===== src/lccr_pkg.sv =====
package lccr_pkg;

  // ****************************************************************
  // Bus geometry
  // ****************************************************************
  localparam int unsigned ADDR_W      = 12;
  localparam int unsigned DATA_W      = 32;
  localparam int unsigned STRB_W      = DATA_W / 8;
  localparam int unsigned WORD_BYTES  = 4;

  // ****************************************************************
  // Register indices; byte address is index times four
  // ****************************************************************
  localparam logic [7:0] IDX_LIMIT    = 8'h02;
  localparam logic [7:0] IDX_CH1_HIGH = 8'h03;
  localparam logic [7:0] IDX_CH1_LOW  = 8'h04;
  localparam logic [7:0] IDX_CH2_HIGH = 8'h05;
  localparam logic [7:0] IDX_CH2_LOW  = 8'h06;

  // ****************************************************************
  // Field layout and widths
  // ****************************************************************
  localparam int unsigned REG_W       = 8;
  localparam int unsigned CODE_W      = 10;
  localparam int unsigned HIGH_W      = CODE_W - REG_W;
  localparam int unsigned LIM_CH1_BIT = 0;
  localparam int unsigned LIM_CH2_BIT = 1;
  localparam int unsigned LIM_CH3_BIT = 2;
  localparam logic [CODE_W-1:0] CODE_MAX = 10'h3FF;

  // ****************************************************************
  // Reset values
  // ****************************************************************
  localparam logic [REG_W-1:0]  RST_LIMIT = 8'h30;
  localparam logic [REG_W-1:0]  RST_LOW   = 8'h00;
  localparam logic [HIGH_W-1:0] RST_HIGH  = 2'h0;

  // ****************************************************************
  // Current scale: one code step in microamps
  // ****************************************************************
  localparam int unsigned CUR_W       = 22;
  localparam int unsigned CUR_STEP_UA = 2470;

  function automatic logic [ADDR_W-1:0] byte_addr(input logic [7:0] idx);
    byte_addr = ADDR_W'(idx) * ADDR_W'(WORD_BYTES);
  endfunction

endpackage


===== src/lccr_code_to_current.sv =====
`timescale 1ns/1ps
module lccr_code_to_current #(
  parameter int unsigned CODE_W  = 10,
  parameter int unsigned CUR_W   = 22,
  parameter int unsigned STEP_UA = 2470
) (
  input  wire logic              pclk,
  input  wire logic              presetn,
  input  wire logic [CODE_W-1:0] code,
  output logic      [CUR_W-1:0]  current_ua
);

  logic [CUR_W-1:0] current_ff;
  logic [CUR_W-1:0] nxt_current;

  // Zero code gives zero current; every step adds the same amount
  always_comb
  begin
    nxt_current = CUR_W'(code) * CUR_W'(STEP_UA);
  end

  always_ff @(posedge pclk or negedge presetn)
  begin
    if (!presetn)
      current_ff <= '0;
    else
      current_ff <= nxt_current;
  end

  assign current_ua = current_ff;

endmodule


===== src/lccr_regs.sv =====
`timescale 1ns/1ps
// Functional notes
// - Bits 2:0 of the limit register enable the transient limit of the first, second and third switch, 1 enables.
// - The first channel high register holds code bits 9:8 in its bits 1:0 and its upper bits are unused.
// - The first channel low register holds code bits 7:0, read/write, reset to zero.
// - Every code from zero to 3FF is accepted and applied to the channel current.
// - The second channel high register holds code bits 9:8 in its bits 1:0 and its upper bits are unused.
// - The second channel low register holds code bits 7:0, read/write, reset to zero.
// - Code zero means zero current and each code step adds one uniform current step.
module lccr_regs
  import lccr_pkg::*;
#(
  parameter int unsigned STEP_UA = lccr_pkg::CUR_STEP_UA
) (
  input  wire logic                         pclk,
  input  wire logic                         presetn,
  input  wire logic                         psel,
  input  wire logic                         penable,
  input  wire logic                         pwrite,
  input  wire logic [lccr_pkg::ADDR_W-1:0]  paddr,
  input  wire logic [lccr_pkg::DATA_W-1:0]  pwdata,
  input  wire logic [lccr_pkg::STRB_W-1:0]  pstrb,
  output logic      [lccr_pkg::DATA_W-1:0]  prdata,
  output logic                              pready,
  output logic                              pslverr,
  output logic                              first_channel_limit_enable,
  output logic                              second_channel_limit_enable,
  output logic                              third_channel_limit_enable,
  output logic      [lccr_pkg::REG_W-1:0]   transient_limit_settings,
  output logic      [lccr_pkg::CODE_W-1:0]  first_channel_current_code,
  output logic      [lccr_pkg::CODE_W-1:0]  second_channel_current_code,
  output logic      [lccr_pkg::CUR_W-1:0]   first_channel_current_ua,
  output logic      [lccr_pkg::CUR_W-1:0]   second_channel_current_ua
);
  import lccr_pkg::*;

  // ****************************************************************
  // Storage
  // ****************************************************************
  logic [REG_W-1:0]  limit_ff;
  logic [HIGH_W-1:0] ch1_high_ff;
  logic [REG_W-1:0]  ch1_low_ff;
  logic [HIGH_W-1:0] ch2_high_ff;
  logic [REG_W-1:0]  ch2_low_ff;
  logic              pready_ff;
  logic              pslverr_ff;
  logic [DATA_W-1:0] prdata_ff;
  logic [CODE_W-1:0] ch1_code;
  logic [CODE_W-1:0] ch2_code;

  logic              access;
  logic              fire;
  logic              mapped;
  logic              wr_lane0;
  logic [DATA_W-1:0] nxt_prdata;

  // ****************************************************************
  // Decode helpers
  // ****************************************************************
  function automatic logic hit(input logic [ADDR_W-1:0] addr, input logic [7:0] idx);
    hit = (addr == byte_addr(idx));
  endfunction

  function automatic logic [DATA_W-1:0] read_value(input logic [ADDR_W-1:0] addr,
                                                    input logic [REG_W-1:0]  lim,
                                                    input logic [CODE_W-1:0] c1,
                                                    input logic [CODE_W-1:0] c2);
    logic [DATA_W-1:0] v;
    v = '0;
    if (hit(addr, IDX_LIMIT))
      v = DATA_W'(lim);
    else if (hit(addr, IDX_CH1_HIGH))
      v = DATA_W'(c1[CODE_W-1:REG_W]);
    else if (hit(addr, IDX_CH1_LOW))
      v = DATA_W'(c1[REG_W-1:0]);
    else if (hit(addr, IDX_CH2_HIGH))
      v = DATA_W'(c2[CODE_W-1:REG_W]);
    else if (hit(addr, IDX_CH2_LOW))
      v = DATA_W'(c2[REG_W-1:0]);
    read_value = v;
  endfunction

  // ****************************************************************
  // APB slave: one wait state, then pready for one cycle
  // ****************************************************************
  assign access   = psel && penable;
  assign fire     = access && pready_ff;
  assign wr_lane0 = fire && pwrite && !pslverr_ff && pstrb[0];

  always_comb
  begin
    mapped = hit(paddr, IDX_LIMIT) || hit(paddr, IDX_CH1_HIGH) || hit(paddr, IDX_CH1_LOW)
          || hit(paddr, IDX_CH2_HIGH) || hit(paddr, IDX_CH2_LOW);
  end

  // Upper bits of a high register come back as zero
  always_comb
  begin
    nxt_prdata = read_value(paddr, limit_ff, ch1_code, ch2_code);
  end

  always_ff @(posedge pclk or negedge presetn)
  begin
    if (!presetn)
      pready_ff <= 1'b0;
    else
      pready_ff <= access && !pready_ff;
  end

  // Error and read data are settled one cycle before pready is sampled
  always_ff @(posedge pclk or negedge presetn)
  begin
    if (!presetn)
      pslverr_ff <= 1'b0;
    else if (access && !pready_ff)
      pslverr_ff <= !mapped;
    else
      pslverr_ff <= 1'b0;
  end

  always_ff @(posedge pclk or negedge presetn)
  begin
    if (!presetn)
      prdata_ff <= '0;
    else if (access && !pready_ff && !pwrite)
      prdata_ff <= nxt_prdata;
    else
      prdata_ff <= '0;
  end

  // ****************************************************************
  // Register writes; only byte lane 0 carries data
  // ****************************************************************
  always_ff @(posedge pclk or negedge presetn)
  begin
    if (!presetn)
      limit_ff <= RST_LIMIT;
    else if (wr_lane0 && hit(paddr, IDX_LIMIT))
      limit_ff <= pwdata[REG_W-1:0];
  end

  always_ff @(posedge pclk or negedge presetn)
  begin
    if (!presetn)
      ch1_high_ff <= RST_HIGH;
    else if (wr_lane0 && hit(paddr, IDX_CH1_HIGH))
      ch1_high_ff <= pwdata[HIGH_W-1:0];
  end

  always_ff @(posedge pclk or negedge presetn)
  begin
    if (!presetn)
      ch1_low_ff <= RST_LOW;
    else if (wr_lane0 && hit(paddr, IDX_CH1_LOW))
      ch1_low_ff <= pwdata[REG_W-1:0];
  end

  always_ff @(posedge pclk or negedge presetn)
  begin
    if (!presetn)
      ch2_high_ff <= RST_HIGH;
    else if (wr_lane0 && hit(paddr, IDX_CH2_HIGH))
      ch2_high_ff <= pwdata[HIGH_W-1:0];
  end

  always_ff @(posedge pclk or negedge presetn)
  begin
    if (!presetn)
      ch2_low_ff <= RST_LOW;
    else if (wr_lane0 && hit(paddr, IDX_CH2_LOW))
      ch2_low_ff <= pwdata[REG_W-1:0];
  end

  // No clamp: the whole 10-bit range reaches the regulators
  assign ch1_code = {ch1_high_ff, ch1_low_ff};
  assign ch2_code = {ch2_high_ff, ch2_low_ff};

  // ****************************************************************
  // Code to current scaling
  // ****************************************************************
  lccr_code_to_current #(
    .CODE_W  (CODE_W),
    .CUR_W   (CUR_W),
    .STEP_UA (STEP_UA)
  ) u_ch1_current (
    .pclk       (pclk),
    .presetn    (presetn),
    .code       (ch1_code),
    .current_ua (first_channel_current_ua)
  );

  lccr_code_to_current #(
    .CODE_W  (CODE_W),
    .CUR_W   (CUR_W),
    .STEP_UA (STEP_UA)
  ) u_ch2_current (
    .pclk       (pclk),
    .presetn    (presetn),
    .code       (ch2_code),
    .current_ua (second_channel_current_ua)
  );

  // ****************************************************************
  // Outputs
  // ****************************************************************
  assign prdata                      = prdata_ff;
  assign pready                      = pready_ff;
  assign pslverr                     = pslverr_ff;
  assign transient_limit_settings    = limit_ff;
  assign first_channel_limit_enable  = limit_ff[LIM_CH1_BIT];
  assign second_channel_limit_enable = limit_ff[LIM_CH2_BIT];
  assign third_channel_limit_enable  = limit_ff[LIM_CH3_BIT];
  assign first_channel_current_code  = ch1_code;
  assign second_channel_current_code = ch2_code;
endmodule


===== config.mk =====
export PLATFORM = sky130hd
export DESIGN_NAME = lccr_regs
export DESIGN_NICKNAME = d
export VERILOG_FILES = /design/src/lccr_pkg.sv /design/src/lccr_code_to_current.sv /design/src/lccr_regs.sv
export SDC_FILE = /design/constraint.sdc
export NUM_CORES = 1
export LEC_CHECK = 0
export ABC_AREA = 1
export BUFFER_PORTS_ARGS = -buffer_cell sky130_fd_sc_hd__buf_2
export CORE_MARGIN = 2
export CORE_UTILIZATION = 60
export CTS_CLUSTER_SIZE = 25
export DETAILED_ROUTE_END_ITERATION = 8
export PLACE_DENSITY = 0.9
export SLEW_MARGIN = 40
export SYNTH_ARGS = -nofsm -noshare
export SYNTH_HDL_FRONTEND = slang
export SYNTH_SLANG_ARGS = --single-unit

===== constraint.sdc =====
create_clock -name pclk -period 10.05 [get_ports pclk]
set_input_delay 0.5025 -clock pclk [delete_from_list [all_inputs] [get_ports pclk]]
set_output_delay 0.5025 -clock pclk [all_outputs]
set_load 0.1 [all_outputs]

==> results.yml, run 1 <==
detailed_routing:
  drt-vias-per-instance: 5.30
  wl_um: 17000
  via_count: 5984
  drt_iter0_drc: 431
  route.detailed.drc: 0
  ant_nets: 0
  wl_per_cell_um: 15.0
  dr.pass1.iters: 5
critical_path:
  crit_path_frequent_cell: "fa_1"
  r2r_start: "ch1_high_ff[0]"
  end_kind: "register"
  cpPeakStageDelay_ns: 0.54
  crit_family: "adder cells"
  critPathSlowestCell: "fa_1"
  crit_fanout: 8
  crit_buf_inv: 2
  start_kind: "register"
  path_cells: "inv_1 > ha_1 > fa_1 > fa_1 > inv_1 > fa_1 > fa_1 > ha_1 > a21oi_1 > o21ai_0 > o21ai_0 > nand3_1 > nand2_1 > nand2_1"
  crit_start: "ch1_high_ff[0]"
  path_class: "reg2reg"
  cp.required_ns: 10.30
  critPathArrivalTime_ns: 4.71
timing:
  finalSetupViolations: 0
  tightest_slew_ns: 0.759
  fin_ws_ns: 5.59
  tns_ns: 0
  finalCritPeriodShare: 0.444
  hold_viol: 0
  slew_headroom: 0.492
  fmax_mhz: 224
  drv_slew: 0
  rsz0062_at_grt: "false"
  clock_skew_ns: 0.0121
  period_needed_ns: 4.46
global_route:
  grt_max_degree: 81
  grt_pass1_vias: 6043
  antenna_found_initial: 0
  grt_pass1_wl_um: 28200
  grt-ovfl-total: 0
  grtUsageTotal: 0.271
die:
  std_cell_rows: 40
  boundaryPins: 162
  core_mm2: 0.0121
  die_x_um: 115
  start_util: 0.616
  die_area_mm2: 0.0133
  die_y_um: 115
synthesis:
  netlist_area_mm2: 0.00743
  synth_cell_types: 39
  synth-seq-cells: 80
  yosysWarnings: 0
  synthCells: 847
  synth-seq-area-share: 0.270
  avgSynthCellArea_um2: 8.77
placed_design:
  gp_congestion: 0.944
  port_buffers: 108
  dp_hpwl_um: 13600
  post-place-ws_ns: 5.71
job:
  cap_violations: 0
pwr:
  pwr-share-comb: 0.089
  ir_worst_vdd_v: 0.0000738
  p_int_uw: 552
  p_sw_uw: 210
  power.density_mw_per_mm2: 91.3
  power_leakage_nw: 5.35
  seqPwrFrac: 0.424
  switching_share: 0.275
  pwr-share-clk: 0.487
finish:
  area_delta_synth_final_pct: 12.2
  layout.cells.most_common_list: "inv_1 (146), nand2_1 (138), ha_1 (138)"
  nets: 1186
  final_common_cell: "inv_1"
  post_route_cells_drive_above_1_share: 0.169
  n_antenna_cell: 0
  fillers: 923
  seqCellArea_mm2: 0.00200
  multi_input_area_mm2: 0.00468
clock_tree:
  cts_inserted_buffers: 9
  postCtsHoldBufs: 0
  clk_path_buf_depth: 2
  cts_resized: 0
  cts_tree: "built"
  root_buffer: "clkbuf_16"
  htreeDepth: 3
  postCtsSetupRepairBufs: 0
  clkTransAtPathRegs_ns: 0.07
  clock-sinks: 80
  clk_latency_ns: 0.35
hold_path:
  hp-class: "in2async"
run_status:
  status: "finished clean"
## sequential cells by signal, summed over array words and instances, names as in the netlist, 2 cells and up
register                  cells
ch1_low_ff                    8
ch2_low_ff                    8
prdata                        8
ch1_high_ff                   2
transient_limit_settings      8
u_ch2_current.current_ua     21
u_ch1_current.current_ua     21
ch2_high_ff                   2
## path summary, 6_finish.rpt
kind                                                     end  slack [ns]  depth (start not counted)
worst max-delay path            u_ch1_current.current_ua[20]        5.59                         14
worst min-delay path            u_ch1_current.current_ua[17]        0.19                          1
worst max register to register  u_ch1_current.current_ua[20]        5.59                         14
worst min register to register                        pready        0.48                          1
max in group asynchronous                          prdata[0]        9.39                          1
min in group pclk                transient_limit_settings[4]        0.44                          3
## power groups by stage
stage          clock network, mW  registers, mW  logic (mW)
4_1_cts                    0.375          0.323      0.0682
2_1_floorplan                  0          0.333      0.0577
6_report                   0.371          0.323      0.0678
3_5_place_dp                   0          0.329      0.0680
3_3_place_gp                   0          0.329      0.0671
5_1_grt                    0.392          0.323      0.0717
## per-layer routing
metal / global-route usage / wire, µm / up-vias
met2: 0.467 / 8320 / 256
li1: - / - / 2906
met1: 0.337 / 7010 / 2776
met4: 0.113 / 537 / 0
met3: 0.0474 / 1090 / 46
met5: 0 / 0 / -
## synth_stat cells
| library cell | count | area (µm²) |
|---|---|---|
| a21o_1 | 2 | 15.0 |
| a21oi_1 | 28 | 140 |
| a31oi_1 | 2 | 12.5 |
| buf_2 | 1 | 5.00 |
| buf_4 | 32 | 240 |
| buf_6 | 3 | 33.8 |
| clkinv_2 | 1 | 5.00 |
| conb_1 | 1 | 3.75 |
| dfrtp_1 | 78 | 1950 |
| dfstp_2 | 2 | 52.6 |
| fa_1 | 40 | 801 |
| ha_1 | 138 | 1730 |
| inv_1 | 146 | 548 |
| inv_2 | 3 | 11.3 |
| nand2_1 | 138 | 518 |
| nand2_2 | 5 | 31.3 |
| nand2_4 | 3 | 33.8 |
| nand2b_1 | 1 | 6.26 |
| nand3_1 | 41 | 205 |
| nand3_2 | 2 | 20.0 |
| nand4_1 | 20 | 125 |
| nor2_1 | 54 | 203 |
| nor2_2 | 2 | 12.5 |
| nor2_4 | 3 | 33.8 |
| nor2_8 | 1 | 20.0 |
| nor3_1 | 4 | 20.0 |
| nor3_2 | 1 | 10.0 |
| nor4_1 | 2 | 12.5 |
| o211ai_1 | 1 | 7.51 |
| o21a_1 | 1 | 7.51 |
| o21ai_0 | 16 | 80.1 |
| o21ai_1 | 24 | 120 |
| o21ai_2 | 11 | 96.3 |
| o21bai_1 | 9 | 67.6 |
| o22ai_1 | 2 | 12.5 |
| or2_1 | 1 | 6.26 |
| or2_2 | 4 | 25.0 |
| xnor2_1 | 6 | 52.6 |
| xor2_1 | 18 | 158 |
## layout make-up
| cell class | instances | area share |
|---|---|---|
| Clock buffer | 9 | 0.0270 |
| Clock inverter | 7 | 0.0131 |
| Inverter | 150 | 0.0677 |
| Multi-Input combinational cell | 606 | 0.561 |
| Sequential cell | 80 | 0.240 |
| Tap cell | 168 | 0.0252 |
| Timing Repair Buffer | 108 | 0.0656 |
## through the flow
step | utilization | instances | power [mW] | hold slack, ns | cell area, µm²
3_5_place_dp | 0.663 | 1112 | 0.397 | 0.467 | 8000
6_report | 0.691 | 1128 | 0.761 | 0.185 | 8340
4_1_cts | 0.691 | 1128 | 0.765 | 0.209 | 8340
2_1_floorplan | - | 872 | 0.390 | 0.207 | 7520
5_1_grt | 0.691 | 1128 | 0.786 | 0.244 | 8340
3_3_place_gp | 0.663 | 1112 | 0.396 | 0.471 | 8000
## cell families (layout without fill, tap and decap cells)
kind of cell	Yosys count	in the layout	share of synthesized area
other	1	26	0.000505
buffers and inverters	186	274	0.113
AND/OR/NAND/NOR	282	282	0.173
XOR/XNOR	24	24	0.0283
adder cells (fa/ha/maj)	178	178	0.340
AO/OA/AOI/OAI	96	96	0.0753
flip-flops	80	80	0.270
Note: power is estimated with default switching activity, not from simulation.
==> run 2: changes to the inputs <==
Settings changed: CORE_UTILIZATION 60 to 51, PLACE_DENSITY 0.9 to 0.82.
Clock period 10.05 ns to 4.1 ns, I/O delays scaled along.
==> results.yml, run 2 (synthesized netlist as in run 1, its figures left out) <==
clock_tree:
  root_buffer: "clkbuf_16"
  cts_inserted_buffers: 9
  clk_path_buf_depth: 2
  htreeDepth: 3
  clk_latency_ns: 0.35
  cts_tree: "built"
  clkTransAtPathRegs_ns: 0.06
  clock-sinks: 80
critical_path:
  path_cells: "inv_1 > ha_1 > fa_2 > fa_1 > inv_1 > fa_1 > fa_1 > ha_4 > buf_4 > nand2_1 > nor2_1 > nor2_1 > buf_4 > nand3_1 > xor2_1"
  cpPeakStageDelay_ns: 0.54
  critPathSlowestCell: "fa_1"
  end_kind: "register"
  cp.required_ns: 4.33
  crit_fanout: 4
  crit_path_frequent_cell: "fa_1"
  start_kind: "register"
  path_class: "reg2reg"
  critPathArrivalTime_ns: 4.24
  crit_buf_inv: 4
  rrSetupSlack_ns: 0.09
  crit_family: "adder cells"
timing:
  slew_headroom: 0.508
  drv_slew: 0
  clock_skew_ns: 0.0105
  finalSetupViolations: 0
  fmax_mhz: 249
  hold_viol: 0
  fin_ws_ns: 0.0870
  period_needed_ns: 4.01
  rsz0062_at_grt: "true"
  tightest_slew_ns: 0.735
  finalCritPeriodShare: 0.979
global_route:
  grtUsageTotal: 0.222
  grt_pass1_vias: 5765
  antenna_found_initial: 0
  grt_pass1_wl_um: 27900
  grt_max_degree: 81
  grt-ovfl-total: 0
detailed_routing:
  route.detailed.drc: 0
  dr.pass1.iters: 5
  ant_nets: 0
  wl_per_cell_um: 14.6
  wl_um: 17100
  drt-vias-per-instance: 5.18
  via_count: 6061
  drt_iter0_drc: 398
die:
  start_util: 0.517
  die_x_um: 125
  die_y_um: 125
  core_mm2: 0.0144
  die_area_mm2: 0.0156
  boundaryPins: 162
  std_cell_rows: 44
pwr:
  ir_worst_vdd_v: 0.000182
  finalPower_mw: 1.81
  power.density_mw_per_mm2: 209
  power_leakage_nw: 5.44
finish:
  final-instance-count-excl-fill: 1169
  final_common_cell: "inv_1"
  layout.cells.most_common_list: "inv_1 (146), nand2_1 (138), ha_1 (135)"
  post_route_cells_drive_above_1_share: 0.222
  nets: 1211
  area_delta_synth_final_pct: 16.2
  n_antenna_cell: 0
run_status:
  status: "finished clean"
placed_design:
  post-place-ws_ns: 0.00650
  dp_cells: 1150
  gp_congestion: 0.891
  port_buffers: 108
  dp_hpwl_um: 13900
job:
  cap_violations: 0
hold_path:
  hp-class: "in2reg"
==> run 2: metal layers <==
metal	part of all wire	GRT usage	vias up
li1	-	-	2969
met2	0.48	0.371	227
met5	0	0	-
met1	0.44	0.298	2841
met3	0.065	0.0361	24
met4	0.018	0.0648	0
==> run 2: metrics by stage <==
step	TNS (ns)	area [µm²]	util	hold WS, ns
after floorplan	-0.00516	7550	-	-0.0906
after global placement	0	8210	0.571	0.413
after detailed placement	0	8210	0.572	0.281
after CTS	0	8540	0.594	0.137
after global routing	-0.182	8630	0.601	0.152
final	0	8630	0.601	0.155
==> run 2: final cells by class <==
cell class / instances / area [µm²]
tap: 184 / 230
inverter: 150 / 564
clock buffer: 10 / 239
sequential: 80 / 2030
fill: 1219 / 5740
multi-input combinational: 606 / 4760
clock inverter: 6 / 75.1
timing repair buffer: 133 / 737
==> run 2: worst paths after layout <==
kind,startpoint,end,cells past startpoint
worst min-delay path,pwdata[4],transient_limit_settings[4],3
worst max-delay path,ch1_high_ff[0],u_ch1_current.current_ua[13],15
worst min register to register,pready,pready,1
worst max register to register,ch1_high_ff[0],u_ch1_current.current_ua[13],15
max in group asynchronous,presetn,ch1_high_ff[0],2
min in group asynchronous,presetn,u_ch2_current.current_ua[16],2
==> run 2: where the power goes <==
group	leakage (nW)	switching, mW	total, mW	internal (mW)
sequential	1.08	0.000780	0.791	0.790
clock	0.151	0.351	0.848	0.497
combinational	4.21	0.151	0.167	0.0152
total	5.44	0.503	1.81	1.30
==> run 2: worst min-delay path, delay by kind of cell <==
kind / cells / cell delay (ns)
AO/OA/AOI/OAI: 1 / 0.08
buffers and inverters: 2 / 0.21
==> run 2: timing repair <==
action / 4_1_cts / 5_1_grt
setup buffers: 0 / 2
setup endpoints to repair: 1 / 18
endpoints found under the hold margin: 78 / 0
resized for setup: 1 / 18
hold buffers: 1 / 0
pin swaps: 0 / 4
==> run 3: changes to the inputs <==
Settings changed: SETUP_SLACK_MARGIN set to 0.1.
==> results.yml, run 3 (synthesized netlist as in run 1, its figures left out) <==
placed_design:
  placed_area_mm2: 0.00820
  dp_hpwl_um: 14200
  gp_congestion: 0.942
  post-place-ws_ns: -0.00897
  port_buffers: 108
job:
  cap_violations: 0
detailed_routing:
  drt_iter0_drc: 367
  wl_per_cell_um: 15.4
  drt-vias-per-instance: 5.26
  ant_nets: 0
  dr.pass1.iters: 6
  via_count: 6184
  wl_um: 18100
  route.detailed.drc: 0
timing:
  drv_slew: 0
  clock_skew_ns: 0.0109
  tightest_slew_ns: 0.692
  tns_ns: 0
  period_needed_ns: 3.98
  finalSetupViolations: 0
  rsz0062_at_grt: "true"
  slew_headroom: 0.537
  hold_viol: 0
  finalCritPeriodShare: 0.970
  fmax_mhz: 251
  fin_ws_ns: 0.122
critical_path:
  critPathArrivalTime_ns: 4.26
  crit_fanout: 4
  cp.required_ns: 4.38
  cpPeakStageDelay_ns: 0.55
  end_kind: "register"
  crit_path_frequent_cell: "fa_1"
  crit_buf_inv: 2
  path_class: "reg2reg"
  path_cells: "inv_4 > ha_4 > fa_2 > fa_1 > inv_2 > fa_1 > fa_1 > ha_4 > nand2_4 > nor2_2 > nor2_4 > or2_1 > nand3_2 > xor2_1"
  crit_family: "adder cells"
  critPathSlowestCell: "fa_1"
  start_kind: "register"
pwr:
  finalPower_mw: 1.88
  power.density_mw_per_mm2: 212
  power_leakage_nw: 5.48
  ir_worst_vdd_v: 0.000194
clock_tree:
  htreeDepth: 3
  clock-sinks: 80
  clkTransAtPathRegs_ns: 0.07
  root_buffer: "clkbuf_16"
  clk_path_buf_depth: 2
  cts_tree: "built"
  cts_inserted_buffers: 9
  clk_latency_ns: 0.36
global_route:
  grt_pass1_vias: 6057
  grt_pass1_wl_um: 28800
  antenna_found_initial: 0
  grtUsageTotal: 0.228
  grt-ovfl-total: 0
  grt_max_degree: 81
finish:
  layout.cells.most_common_list: "inv_1 (140), nand2_1 (134), ha_1 (128)"
  fin_area_mm2: 0.00887
  area_delta_synth_final_pct: 19.3
  n_antenna_cell: 0
  nets: 1217
  fillers: 1166
  post_route_cells_drive_above_1_share: 0.261
  final_common_cell: "inv_1"
die:
  die_y_um: 125
  die_area_mm2: 0.0156
  std_cell_rows: 44
  boundaryPins: 162
  start_util: 0.517
  core_mm2: 0.0144
  die_x_um: 125
run_status:
  status: "finished clean"
hold_path:
  hp-class: "in2reg"
[run 3: timing repair]
| action | CTS | global route |
|---|---|---|
| cloned | 0 | 0 |
| endpoints found under the setup margin | 10 | 19 |
| endpoints found under the hold margin | 78 | 0 |
| setup buffers | 0 | 12 |
| hold buffers | 1 | 0 |
| gates resized for setup | 13 | 46 |
| pin swaps | 1 | 30 |
[run 3: layout make-up]
type                            instances  area [µm²]  share of cell area
Multi-Input combinational cell        606        4910               0.554
Sequential cell                        80        2040               0.230
Timing Repair Buffer                  139         782              0.0882
Inverter                              150         567              0.0639
Tap cell                              184         230              0.0260
Clock buffer                            9         225              0.0254
Clock inverter                          7         110              0.0124
[run 3: through the flow]
step / util / cells / hold slack [ns]
floorplan: - / 872 / -0.0906
global placement: 0.570 / 1146 / 0.418
detailed placement: 0.571 / 1146 / 0.283
CTS: 0.599 / 1163 / 0.134
global route: 0.617 / 1175 / 0.150
finish: 0.617 / 1175 / 0.144
[run 3: worst paths after layout]
| kind | startpoint | end | slack (ns) | depth (start not counted) |
|---|---|---|---|---|
| setup / recovery | ch2_high_ff[0] | u_ch2_current.current_ua[16] | 0.12 | 14 |
| hold / removal | pwdata[4] | transient_limit_settings[4] | 0.14 | 3 |
| setup reg to reg | ch2_high_ff[0] | u_ch2_current.current_ua[16] | 0.12 | 14 |
| hold reg to reg | pready | pready | 0.48 | 1 |
| max in group asynchronous | presetn | ch1_low_ff[7] | 3.11 | 2 |
| min in group asynchronous | presetn | u_ch2_current.current_ua[15] | 0.45 | 2 |
[run 3: worst reg2reg max path, cell delays in order, from the launching register on]
cell     delay [ns]
dfrtp_4        0.51
inv_4          0.07
ha_4           0.20
fa_2           0.37
fa_1           0.52
inv_2          0.05
fa_1           0.48
fa_1           0.55
ha_4           0.36
nand2_4        0.09
nor2_2         0.15
nor2_4         0.06
or2_1          0.25
nand3_2        0.10
xor2_1         0.14
[run 3: where the power goes]
| part | leakage, nW | switching [mW] | total (mW) | internal [mW] |
|---|---|---|---|---|
| Sequential | 1.08 | 0.000706 | 0.791 | 0.790 |
| Clock | 0.162 | 0.378 | 0.926 | 0.549 |
| Combinational | 4.24 | 0.151 | 0.166 | 0.0152 |
| Total | 5.48 | 0.530 | 1.88 | 1.35 |
[run 3: per-layer routing]
metal	GRT usage	up-vias	share of wire
li1	-	2967	-
met3	0.0430	36	0.058
met1	0.291	2953	0.42
met4	0.0872	0	0.026
met5	0	-	0
met2	0.385	228	0.49
